$ cat config.mk
export PLATFORM = sky130hd
export DESIGN_NAME = aam_device_flat
export DESIGN_NICKNAME = d
export VERILOG_FILES = /design/src/hw/aam_pkg.sv /design/src/hw/aam_link.sv /design/src/hw/aam_device.sv /design/src/flat_wrapper.sv
export VERILOG_INCLUDE_DIRS = /design/src /design/src/hw
export SDC_FILE = /design/constraint.sdc
export NUM_CORES = 1
export LEC_CHECK = 0
export ABC_AREA = 1
export BUFFER_PORTS_ARGS = -buffer_cell sky130_fd_sc_hd__buf_2
export CORE_MARGIN = 8
export CORE_UTILIZATION = 40
export DETAILED_ROUTE_END_ITERATION = 6
export SKIP_LAST_GASP = 1
export SLEW_MARGIN = 10
export SYNTH_ARGS = -nofsm -noshare
export SYNTH_HDL_FRONTEND = slang
export SYNTH_SLANG_ARGS = --single-unit
$ cat constraint.sdc
create_clock -name I_CLOCK -period 4.3 [get_ports I_CLOCK]
set_input_delay 0.215 -clock I_CLOCK [delete_from_list [all_inputs] [get_ports I_CLOCK]]
set_output_delay 0.215 -clock I_CLOCK [all_outputs]
set_load 0.01 [all_outputs]
$ cat src/hw/aam_consts.svh
`ifndef AAM_CONSTS_SVH
`define AAM_CONSTS_SVH

// Command and reply framing
`define AAM_OPCODE 8'h14
`define AAM_CTS_BYTE 8'hFF
`define AAM_REPLY_LAST 4'h8
`define AAM_CMD_LAST 2'h2

// Channel enable byte fields
`define AAM_EN_TEMP_BIT 4
`define AAM_EN_SUPPLY_BIT 3
`define AAM_EN_PIN_BIT 2
`define AAM_EN_USED_MASK 8'h1F

// Configuration byte
`define AAM_CFG_DEFAULT 8'hCC
`define AAM_ATT_0V8 4'h0
`define AAM_ATT_1V6 4'h4
`define AAM_ATT_2V4 4'h8
`define AAM_ATT_3V6 4'h9
`define AAM_ATT_3V2 4'hC

// Converter
`define AAM_SAR_BITS 11
`define AAM_FULL_RES_SETTING 4'hA
`define AAM_SAR_MSB_MASK 11'h400
`define AAM_SLOT_LAST 4'hF
`define AAM_SLOT_SHIFT 4
`define AAM_SLOT_MIN 24'h00_0005
`define AAM_CONV_DIVIDER 12

// Analog multiplexer codes
`define AAM_MUX_SUPPLY 3'h4
`define AAM_MUX_TEMP 3'h5

// Channel order in the reply
`define AAM_CH_PIN 2'h0
`define AAM_CH_SUPPLY 2'h1
`define AAM_CH_TEMP 2'h2

// Host register map, byte offsets
`define AAM_REG_CTRL 8'h00
`define AAM_REG_STATUS 8'h04
`define AAM_REG_PIN_RAW 8'h08
`define AAM_REG_SUPPLY_RAW 8'h0C
`define AAM_REG_TEMP_RAW 8'h10
`define AAM_REG_TEMP_SCALED 8'h14
`define AAM_REG_SUPPLY_SCALED 8'h18
`define AAM_REG_PIN_DIV 8'h1C
`define AAM_CTRL_START_BIT 16
`define AAM_STATUS_DONE_BIT 1

// Host conversion constants
`define AAM_TEMP_MULT 32'h0000_0238
`define AAM_TEMP_OFFSET 32'h000B_9A00
`define AAM_SUPPLY_MULT 32'h0000_0003
`define AAM_DIV_0V8 32'h0003_E800
`define AAM_DIV_1V6 32'h0001_F400
`define AAM_DIV_2V4 32'h0001_4D55
`define AAM_DIV_3V6 32'h0000_A6AA
`define AAM_DIV_3V2 32'h0000_FA00

`endif

$ cat src/hw/aam_pkg.sv
package aam_pkg;
    typedef enum logic [4:0] {
        AAM_DEV_IDLE    = 5'b0_0001,
        AAM_DEV_GET_EN  = 5'b0_0010,
        AAM_DEV_GET_CFG = 5'b0_0100,
        AAM_DEV_CONVERT = 5'b0_1000,
        AAM_DEV_REPLY   = 5'b1_0000
    } aam_dev_state_t;

    typedef enum logic [2:0] {
        AAM_HOST_IDLE = 3'b001,
        AAM_HOST_SEND = 3'b010,
        AAM_HOST_RECV = 3'b100
    } aam_host_state_t;
endpackage

$ cat src/hw/aam_link.sv
`timescale 1ns/1ps
interface aam_link;
    logic cmd_valid;
    logic [7:0] cmd_data;
    logic cmd_ready;
    logic rsp_valid;
    logic [7:0] rsp_data;
    logic rsp_ready;

    modport device (
        input cmd_valid, cmd_data, rsp_ready,
        output cmd_ready, rsp_valid, rsp_data
    );
    modport host (
        output cmd_valid, cmd_data, rsp_ready,
        input cmd_ready, rsp_valid, rsp_data
    );
endinterface

$ cat src/hw/aam_device.sv
// Our own choices: the AHB-Lite register port and the placing of the registers.
`timescale 1ns/1ps
`include "aam_consts.svh"

// Behaviour
// (RULE1) Eleven-bit successive approximation, sixteen-bit result fields
// (RULE2) Host sends opcode, enable byte, config byte
// (RULE3) Enable byte: temp, supply, pin, pin select
// (RULE4) Reply: ready byte, pin, supply, temp, two reserved
// (RULE5) Disabled channel skipped, its field zero
// (RULE6) Host: temperature equals raw times 568/2560 minus 297
// (RULE7) Host: supply volts equals three times raw over 1280
// (RULE8) Host: pin volts equals raw over attenuation divisor
// (RULE9) Pin select picks pin 0 to 3
// (RULE10) Conversion time from clock, divider, upper nibble
// (RULE11) Zero config byte means 0xC for both
// (RULE12) Attenuation codes select pin input range
// (RULE13) Shorter conversion setting gives fewer result bits
// (RULE14) Ready byte held back until results valid
module aam_device import aam_pkg::*; #(
    parameter int unsigned CONV_DIVIDER = `AAM_CONV_DIVIDER
) (
    // Clock and reset
    input wire logic I_CLOCK,
    input wire logic I_NRST,
    // Link to host
    aam_link.device LINK,
    // Analog front end
    input wire logic I_COMPARE,
    output logic [10:0] O_DAC_CODE,
    output logic [2:0] O_MUX_SEL,
    output logic [3:0] O_PIN_ATTENUATION,
    output logic O_CONVERTING
);

    aam_dev_state_t state;
    logic [7:0] en;
    logic [7:0] cfg;
    logic [1:0] ch;
    logic [3:0] slot;
    logic [23:0] timer;
    logic [10:0] code;
    logic [15:0] result [0:2];
    logic [3:0] reply_idx;
    logic [7:0] rsp_byte;
    logic cmp_meta;
    logic cmp_sync;
    logic cmd_fire;
    logic rsp_fire;
    logic ch_on;
    logic slot_end;
    logic bit_slot;
    logic conv_step_done;
    logic conv_all_done;
    logic [3:0] nbits;
    logic [23:0] slot_len;
    logic [31:0] conv_total;
    logic [10:0] bit_mask;
    logic [7:0] next_rsp_byte;

    // Comparator comes from the analog side
    always_ff @(posedge I_CLOCK) begin
        if (!I_NRST) begin
            cmp_meta <= 1'b0;
            cmp_sync <= 1'b0;
        end else begin
            cmp_meta <= I_COMPARE;
            cmp_sync <= cmp_meta;
        end
    end

    assign cmd_fire = LINK.cmd_valid & LINK.cmd_ready;
    assign rsp_fire = LINK.rsp_valid & LINK.rsp_ready;
    assign LINK.cmd_ready = (state == AAM_DEV_IDLE) | (state == AAM_DEV_GET_EN) | (state == AAM_DEV_GET_CFG);
    assign LINK.rsp_valid = (state == AAM_DEV_REPLY); // [RULE14]
    assign LINK.rsp_data = rsp_byte;

    always_comb begin
        case (ch)
            `AAM_CH_PIN: ch_on = en[`AAM_EN_PIN_BIT];
            `AAM_CH_SUPPLY: ch_on = en[`AAM_EN_SUPPLY_BIT];
            default: ch_on = en[`AAM_EN_TEMP_BIT];
        endcase
    end

    // Whole conversion is 16 slots; a slot never drops below the sync latency
    assign conv_total = 32'(CONV_DIVIDER) << (cfg[7:4] + 5'd1); // [RULE10]
    assign slot_len = (conv_total[27:4] < `AAM_SLOT_MIN) ? `AAM_SLOT_MIN : conv_total[27:4]; // [RULE10]
    // Short settings resolve fewer bits, low bits stay zero
    assign nbits = (cfg[7:4] >= `AAM_FULL_RES_SETTING) ? 4'(`AAM_SAR_BITS) : cfg[7:4] + 4'd1; // [RULE13]
    assign slot_end = (timer == slot_len - 24'd1);
    assign bit_slot = (slot < nbits);
    assign bit_mask = `AAM_SAR_MSB_MASK >> slot;
    assign conv_step_done = !ch_on | (slot_end & (slot == `AAM_SLOT_LAST));
    assign conv_all_done = (state == AAM_DEV_CONVERT) & conv_step_done & (ch == `AAM_CH_TEMP);

    // Command and sequencing
    always_ff @(posedge I_CLOCK) begin
        if (!I_NRST) begin
            state <= AAM_DEV_IDLE;
            en <= 8'h00;
            cfg <= `AAM_CFG_DEFAULT;
        end else begin
            case (state)
                AAM_DEV_IDLE: begin
                    // Anything but the opcode is dropped
                    if (cmd_fire && LINK.cmd_data == `AAM_OPCODE) begin // [RULE2]
                        state <= AAM_DEV_GET_EN;
                    end
                end
                AAM_DEV_GET_EN: begin
                    if (cmd_fire) begin
                        en <= LINK.cmd_data & `AAM_EN_USED_MASK; // [RULE3]
                        state <= AAM_DEV_GET_CFG;
                    end
                end
                AAM_DEV_GET_CFG: begin
                    if (cmd_fire) begin
                        if (LINK.cmd_data == 8'h00) begin
                            cfg <= `AAM_CFG_DEFAULT; // [RULE11]
                        end else begin
                            cfg <= LINK.cmd_data;
                        end
                        state <= AAM_DEV_CONVERT;
                    end
                end
                AAM_DEV_CONVERT: begin
                    if (conv_all_done) begin
                        state <= AAM_DEV_REPLY; // [RULE14]
                    end
                end
                AAM_DEV_REPLY: begin
                    if (rsp_fire && reply_idx == `AAM_REPLY_LAST) begin
                        state <= AAM_DEV_IDLE;
                    end
                end
                default: state <= AAM_DEV_IDLE;
            endcase
        end
    end

    // Successive approximation datapath
    always_ff @(posedge I_CLOCK) begin
        if (!I_NRST) begin
            ch <= `AAM_CH_PIN;
            slot <= 4'h0;
            timer <= 24'h00_0000;
            code <= 11'h000;
            for (int i = 0; i < 3; i++) begin
                result[i] <= 16'h0000;
            end
        end else if (state == AAM_DEV_GET_CFG && cmd_fire) begin
            ch <= `AAM_CH_PIN;
            slot <= 4'h0;
            timer <= 24'h00_0000;
            code <= 11'h000;
            for (int i = 0; i < 3; i++) begin
                result[i] <= 16'h0000; // [RULE5]
            end
        end else if (state == AAM_DEV_CONVERT) begin
            if (!ch_on) begin
                ch <= ch + 2'd1; // [RULE5]
            end else begin
                timer <= slot_end ? 24'h00_0000 : timer + 24'd1;
                if (slot_end) begin
                    slot <= slot + 4'd1;
                    if (slot == `AAM_SLOT_LAST) begin
                        result[ch] <= {5'h00, code}; // [RULE1]
                        code <= 11'h000;
                        ch <= ch + 2'd1;
                    end else if (bit_slot && !cmp_sync) begin
                        code <= code & ~bit_mask; // [RULE1]
                    end
                end else if (timer == 24'h00_0000 && bit_slot) begin
                    code <= code | bit_mask; // [RULE1]
                end
            end
        end
    end

    always_comb begin
        case (reply_idx + 4'd1)
            4'h1: next_rsp_byte = result[`AAM_CH_PIN][15:8];
            4'h2: next_rsp_byte = result[`AAM_CH_PIN][7:0];
            4'h3: next_rsp_byte = result[`AAM_CH_SUPPLY][15:8];
            4'h4: next_rsp_byte = result[`AAM_CH_SUPPLY][7:0];
            4'h5: next_rsp_byte = result[`AAM_CH_TEMP][15:8];
            4'h6: next_rsp_byte = result[`AAM_CH_TEMP][7:0];
            default: next_rsp_byte = 8'h00;
        endcase
    end

    // Reply stream, high byte first
    always_ff @(posedge I_CLOCK) begin
        if (!I_NRST) begin
            reply_idx <= 4'h0;
            rsp_byte <= 8'h00;
        end else if (conv_all_done) begin
            reply_idx <= 4'h0;
            rsp_byte <= `AAM_CTS_BYTE; // [RULE4]
        end else if (rsp_fire) begin
            reply_idx <= reply_idx + 4'd1;
            rsp_byte <= next_rsp_byte; // [RULE4]
        end
    end

    // Analog controls
    always_ff @(posedge I_CLOCK) begin
        if (!I_NRST) begin
            O_DAC_CODE <= 11'h000;
            O_MUX_SEL <= 3'h0;
            O_PIN_ATTENUATION <= `AAM_ATT_3V2;
            O_CONVERTING <= 1'b0;
        end else begin
            O_DAC_CODE <= code;
            O_PIN_ATTENUATION <= cfg[3:0]; // [RULE12]
            O_CONVERTING <= (state == AAM_DEV_CONVERT) & ch_on;
            if (ch == `AAM_CH_PIN) begin
                O_MUX_SEL <= {1'b0, en[1:0]}; // [RULE9]
            end else if (ch == `AAM_CH_SUPPLY) begin
                O_MUX_SEL <= `AAM_MUX_SUPPLY;
            end else begin
                O_MUX_SEL <= `AAM_MUX_TEMP;
            end
        end
    end

endmodule

$ cat src/flat_wrapper.sv
// flat-port wrapper written by rule: the top's interface ports become plain ports
module aam_device_flat import aam_pkg::*;
#(
    parameter int unsigned CONV_DIVIDER = `AAM_CONV_DIVIDER
)
  (I_CLOCK, I_NRST, I_COMPARE, O_DAC_CODE, O_MUX_SEL, O_PIN_ATTENUATION, O_CONVERTING, LINK_cmd_valid, LINK_cmd_data, LINK_rsp_ready, LINK_cmd_ready, LINK_rsp_valid, LINK_rsp_data);
  aam_link LINK_i ();
  input wire logic I_CLOCK;
  input wire logic I_NRST;
  input wire logic I_COMPARE;
  output logic [10:0] O_DAC_CODE;
  output logic [2:0] O_MUX_SEL;
  output logic [3:0] O_PIN_ATTENUATION;
  output logic O_CONVERTING;
  input wire logic [$bits(LINK_i.cmd_valid)-1:0] LINK_cmd_valid;
  input wire logic [$bits(LINK_i.cmd_data)-1:0] LINK_cmd_data;
  input wire logic [$bits(LINK_i.rsp_ready)-1:0] LINK_rsp_ready;
  output wire logic [$bits(LINK_i.cmd_ready)-1:0] LINK_cmd_ready;
  output wire logic [$bits(LINK_i.rsp_valid)-1:0] LINK_rsp_valid;
  output wire logic [$bits(LINK_i.rsp_data)-1:0] LINK_rsp_data;
  assign LINK_i.cmd_valid = LINK_cmd_valid;
  assign LINK_i.cmd_data = LINK_cmd_data;
  assign LINK_i.rsp_ready = LINK_rsp_ready;
  assign LINK_cmd_ready = LINK_i.cmd_ready;
  assign LINK_rsp_valid = LINK_i.rsp_valid;
  assign LINK_rsp_data = LINK_i.rsp_data;
  aam_device #(.CONV_DIVIDER(CONV_DIVIDER)) u_core (.I_CLOCK(I_CLOCK), .I_NRST(I_NRST), .LINK(LINK_i), .I_COMPARE(I_COMPARE), .O_DAC_CODE(O_DAC_CODE), .O_MUX_SEL(O_MUX_SEL), .O_PIN_ATTENUATION(O_PIN_ATTENUATION), .O_CONVERTING(O_CONVERTING));
endmodule
== Word level (Yosys, flattened, before mapping) ==
Memory sizes are Yosys's and may differ from the RTL's.
Index checks and enable logic that the tools add are counted.
Word-level totals
  register bits: 92
  latch bits: 0
  RAM bits: 33
  ROM bits: 0
  input port bits: 13
  output and inout bits: 29
  memories: 1
Memories
  u_core.result: depth 3, width 11, rd ports 3, clocked after memory_dff 0, wr ports 3, RTL line aam_device.sv:43  | logic [15:0] result [0:2];
Operators by class
  add/sub/neg operators: 7
  multiply operators: 0
  divide/modulo/power cells: 0
  magnitude comparators: 3
  equality and inequality tests: 25
  shifts and indexed selects: 2
  multiplexer cells: 40
  bitwise gates (word level): 16
  reductions and logical operators: 23
Operator list (number)
  $mux W11: 8
  $mux W24: 2
  $pmux W8 S6: 1
  $shl A4 B5 Y28 const A: 1
  $mux W5: 5
  $pmux W5 S5: 1
  $add A24 B1 Y24 const B: 1
  $eq A24 B24 Y1: 1
  $logic_not A24 Y1: 1
  $lt A24 B3 Y1 const B: 1
  $mux W8: 3
  $sub A24 B1 Y24 const B: 1
  $mux W1: 13
  $add A4 B1 Y4 const B: 3
  $eq A4 B3 Y1 const B: 3
  $and A11 B11 Y11: 1
  $not A11 Y11: 1
  $or A11 B11 Y11: 1
  $reduce_or A11 Y1: 1
  $shr A11 B4 Y11 const A: 1
  $mux W2: 5
  $eq A4 B2 Y1 const B: 2
  $eq A4 B4 Y1 const B: 2
  $eq A8 B5 Y1 const B: 1
  other kinds (30): 56

== Logic depth before layout (Yosys ltp) ==
  depth after elaboration: 14
  gate-level depth with buffers: 33

== Worst setup path before layout ==
Ideal clock, no wire load.
  kind: register to register
  start point: register u_core.cfg[4]
  end point: memory u_core.result[0][0] in the netlist's numbering, enable pin
  setup time: 0.345 ns
  arrival time: 4.034 ns
  path slack: -0.079 ns
  cell stages (with the launch flop): 31
  path buffers: 3
  clock period less this slack: 4.379 ns
  cell sequence: dfxtp_1 inv_1 ha_1 buf_2 xnor2_1 nor2_2 o21ai_2 nand2_1 nor2_2 nand2_2 nand2_4 buf_4 nand4_1 ha_1 inv_1 nand2_1 nand2_1 xor2_1 xnor2_1 nand3_1 nor3_2 nand3_1 nor2_1 nand2_1 nor2_1 nand2_1 nor2_2 and3_4 nand2_1 buf_6 nand2_1
RTL lines
  start: declaration: RTL line aam_device.sv:38  | logic [7:0] cfg;
  start signal: assignment: RTL line aam_device.sv:102  | cfg <= `AAM_CFG_DEFAULT;
  start signal: assignment: RTL line aam_device.sv:120  | cfg <= `AAM_CFG_DEFAULT;
  start signal: assignment: RTL line aam_device.sv:122  | cfg <= LINK.cmd_data;
  end: declaration: RTL line aam_device.sv:43

==> impl_metrics.env <==
export IMPL_drive_gt1_share_pct=18.8
export IMPL_path_buf_inv=2
export IMPL_synthCells=1034
export IMPL_use_met2_pct=28.6
export IMPL_async_flop_share_pct=0
export IMPL_num_antenna_cells=0
export IMPL_globalRouteOverflowTotal=0
export IMPL_syn_nets=1073
export IMPL_outcome="completed"
export IMPL_coreArea_um2=18600
export IMPL_die_height_um=153
export IMPL_setup_tns_ps=0
export IMPL_hold_viol=0
export IMPL_synth_seq_cells=125
export IMPL_clock_latency_ps=430
export IMPL_portBuffers=41
export IMPL_ys_seq_area_share_pct=37.7
export IMPL_path_class="reg2reg"
export IMPL_numCtsBuffers=17
export IMPL_max_freq_mhz=249
export IMPL_startpoint_type="flip-flop"
export IMPL_critical_path_top_delay_family="simple AND/OR/NAND/NOR gates"
export IMPL_grt_max_degree=24
export IMPL_use_met3_pct=3.75
export IMPL_drtIter0Drc=424
export IMPL_dr_pass1_iters=5
export IMPL_vdd_ir_drop_max_v=0.000182
export IMPL_synthToLayoutAreaGrowth_pct=17.0
export IMPL_setup_viol=0
export IMPL_final_core_util_pct=47.3
export IMPL_post_route_period_util_pct=93.4
export IMPL_relSlewSlack_pct=27.7
export IMPL_required_ps=4420
export IMPL_synthTopCellsByArea="dfxtp_1, edfxtp_1, nand2_1"
export IMPL_initial_core_util_pct=40.4
export IMPL_mostFrequentLayoutCells="nand2_1, inv_1, nor2_1"
export IMPL_dieWidth_um=153
export IMPL_yosysTopAreaCellShare_pct=24.5
export IMPL_first_global_vias=6612
export IMPL_nNetsFinal=1135
export IMPL_routed_wl_um=19900
export IMPL_drc=0
export IMPL_timing_critical_path_slowest_cell_delay_ps=380
export IMPL_slowest_stage="dfxtp_4"
export IMPL_worst_path_most_repeated_cell="nand2_1"
export IMPL_drv_cap=0
export IMPL_cts_sinks=125
export IMPL_syn_avg_cell_area_um2=7.26
export IMPL_tightest_slew_ps=1080
export IMPL_ys_flop_type="dfxtp_1"
export IMPL_synth_distinct_cells=58
export IMPL_vias_per_cell=5.00
export IMPL_finalClockSkew_ps=9.04
export IMPL_busiest_layer="met2"
export IMPL_grt_pass1_wl_um=33100
export IMPL_row_count=50
export IMPL_layout_commonest_cell="nand2_1"
export IMPL_cp_max_fo=11
export IMPL_slew_violations=0
export IMPL_routabilityCongestion=0.917
export IMPL_routedWlPerCell_um=14.8
export IMPL_h_tree_depth=4
export IMPL_power_density_nw_per_um2=316
export IMPL_hp_class="in2reg"
export IMPL_die_area_um2=23400
export IMPL_ant_nets=0
export IMPL_yosysWarnings=0
export IMPL_io_pins=42
export IMPL_synth_area_um2=7510
export IMPL_cp_arrival_ps=4140
export IMPL_crit_path_end_kind="flip-flop"
export IMPL_min_period_ps=4020
export IMPL_dp_hpwl_um=15100
export IMPL_yosys_area_top_type="dfxtp_1"
export IMPL_grt_antenna_before_repair=0
export IMPL_synth_edf_count=33
export IMPL_cts_clk_slew_worst_paths_ps=60
export IMPL_grt_usage_pct=17.4
export IMPL_grt_use_met1_pct=22.1
export IMPL_vias=6720
export IMPL_cts_path_max_buffers=2
export IMPL_cts_root_buffer="clkbuf_16"
export IMPL_cts_tree="done"
export IMPL_p_leak_nw=3.88
Yosys cell counts (2+ instances only):
| cell type | n |
|---|---|
| nor2_2 | 18 |
| buf_2 | 4 |
| nor2_1 | 97 |
| xnor2_1 | 5 |
| nand3_2 | 12 |
| clkbuf_1 | 9 |
| o21ai_1 | 4 |
| inv_2 | 20 |
| a21oi_1 | 45 |
| clkinv_1 | 3 |
| nand3b_1 | 3 |
| o22ai_1 | 2 |
| or2_2 | 2 |
| a211oi_1 | 3 |
| nand3_1 | 72 |
| buf_4 | 2 |
| dfxtp_1 | 92 |
| buf_1 | 2 |
| nand2_2 | 16 |
| nand2_4 | 6 |
| nor4_1 | 9 |
| a21oi_2 | 6 |
| xor2_1 | 19 |
| nand2_1 | 242 |
| a31oi_1 | 4 |
| nor2_4 | 6 |
| o21ai_2 | 3 |
| nand4_1 | 31 |
| nor3_1 | 23 |
| inv_1 | 142 |
| buf_6 | 2 |
| a221oi_1 | 3 |
| edfxtp_1 | 33 |
| nor3_2 | 4 |
| o21ai_0 | 39 |
| nor3b_1 | 3 |
| o31ai_1 | 2 |
| ha_1 | 26 |
area by class of cell:
class / instances / area [um2]
tap: 234 / 293
multi-input combinational: 724 / 4050
fill: 1865 / 9800
inverter: 166 / 624
clock inverter: 14 / 170
clock buffer: 18 / 429
timing repair buffer: 62 / 373
sequential: 125 / 2840
what timing repair did:
action / CTS / global route
hold endpoints to repair: 1 / 0
setup endpoints to repair: 0 / 96
resized for setup: 0 / 27
hold buffers: 1 / 0
setup buffers: 0 / 3
sequential cells by signal (all words and copies together), names as in the netlist:
name                      cells
u_core.cmp_sync               1
u_core.cfg                    8
u_core.code                  11
u_core.O_MUX_SEL              3
u_core.state                  5
u_core.ch                     2
u_core.O_PIN_ATTENUATION      4
u_core.O_CONVERTING           1
u_core.timer                 24
u_core.result                33
u_core.cmp_meta               1
u_core.LINK.rsp_data          8
u_core.slot                   4
u_core.O_DAC_CODE            11
u_core.reply_idx              4
u_core.en                     5
kinds of logic (layout without fill, tap and decap cells):
logic type,Yosys count,after routing,share of synthesized area (%)
AOI/OAI and AO/OA,120,120,9.52
xor gates and xnor gates,25,25,3.02
adders and majority gates,26,26,4.33
buffers and inverters,186,260,9.83
DFF,125,125,37.7
muxes,1,1,0.133
and+or+nand+nor,551,552,35.4
worst register-to-register path, stage by stage (launching register included):
cell and delay [ps]:
dfxtp_4 380, inv_1 90, ha_4 270, xnor2_4 210
nor2_4 60, o21ai_2 150, nand2_1 80, nor2_2 90
nand2_2 70, nand2_4 80, nand4_1 110, ha_2 210
inv_1 70, nand2_1 50, nand2_1 60, xor2_1 180
xnor2_1 170, nand3_1 120, nor3_2 220, nand3_1 90
nor2_1 120, nand2_1 70, nor2_1 80, nand2_1 80
nor2_4 120, and3_4 230, nand2_2 90, nand2_4 150
per-layer routing:
| metal | routed length (um) | share of wire (%) |
|---|---|---|
| met1 | 9520 | 48 |
| met2 | 8960 | 45 |
| met3 | 996 | 5.0 |
| met4 | 413 | 2.1 |
| met5 | 0 | 0 |
stage by stage:
step           total power, mW  instances  hold WS, ps  setup WS (ps)  instance area [um2]
2_1_floorplan             1.30       1034          313           42.4                 7510
3_3_place_gp              1.33       1306          403            195                 8030
3_5_place_dp              1.33       1306          400            138                 8030
4_1_cts                   2.79       1339         70.8           81.9                 8630
5_1_grt                   2.85       1343          105          -11.5                 8780
6_report                  2.78       1343         75.2            285                 8780
worst paths after layout:
kind	startpoint	endpoint	slack (ps)	cells past startpoint
hold reg to reg	u_core.cmp_meta	u_core.cmp_sync	410	2
setup / recovery	u_core.cfg[4]	u_core.result[2][9]	280	27
hold / removal	LINK_cmd_data[7]	u_core.cfg[7]	80	3
setup reg to reg	u_core.cfg[4]	u_core.result[2][9]	280	27
power by group:
part / switching [mW] / internal (mW) / leakage [nW]
registers: 0.00743 / 1.22 / 1.08
logic: 0.0548 / 0.0225 / 2.52
clock network: 0.561 / 0.911 / 0.286
total: 0.623 / 2.15 / 3.88
Power figures use the tool's default switching activity.
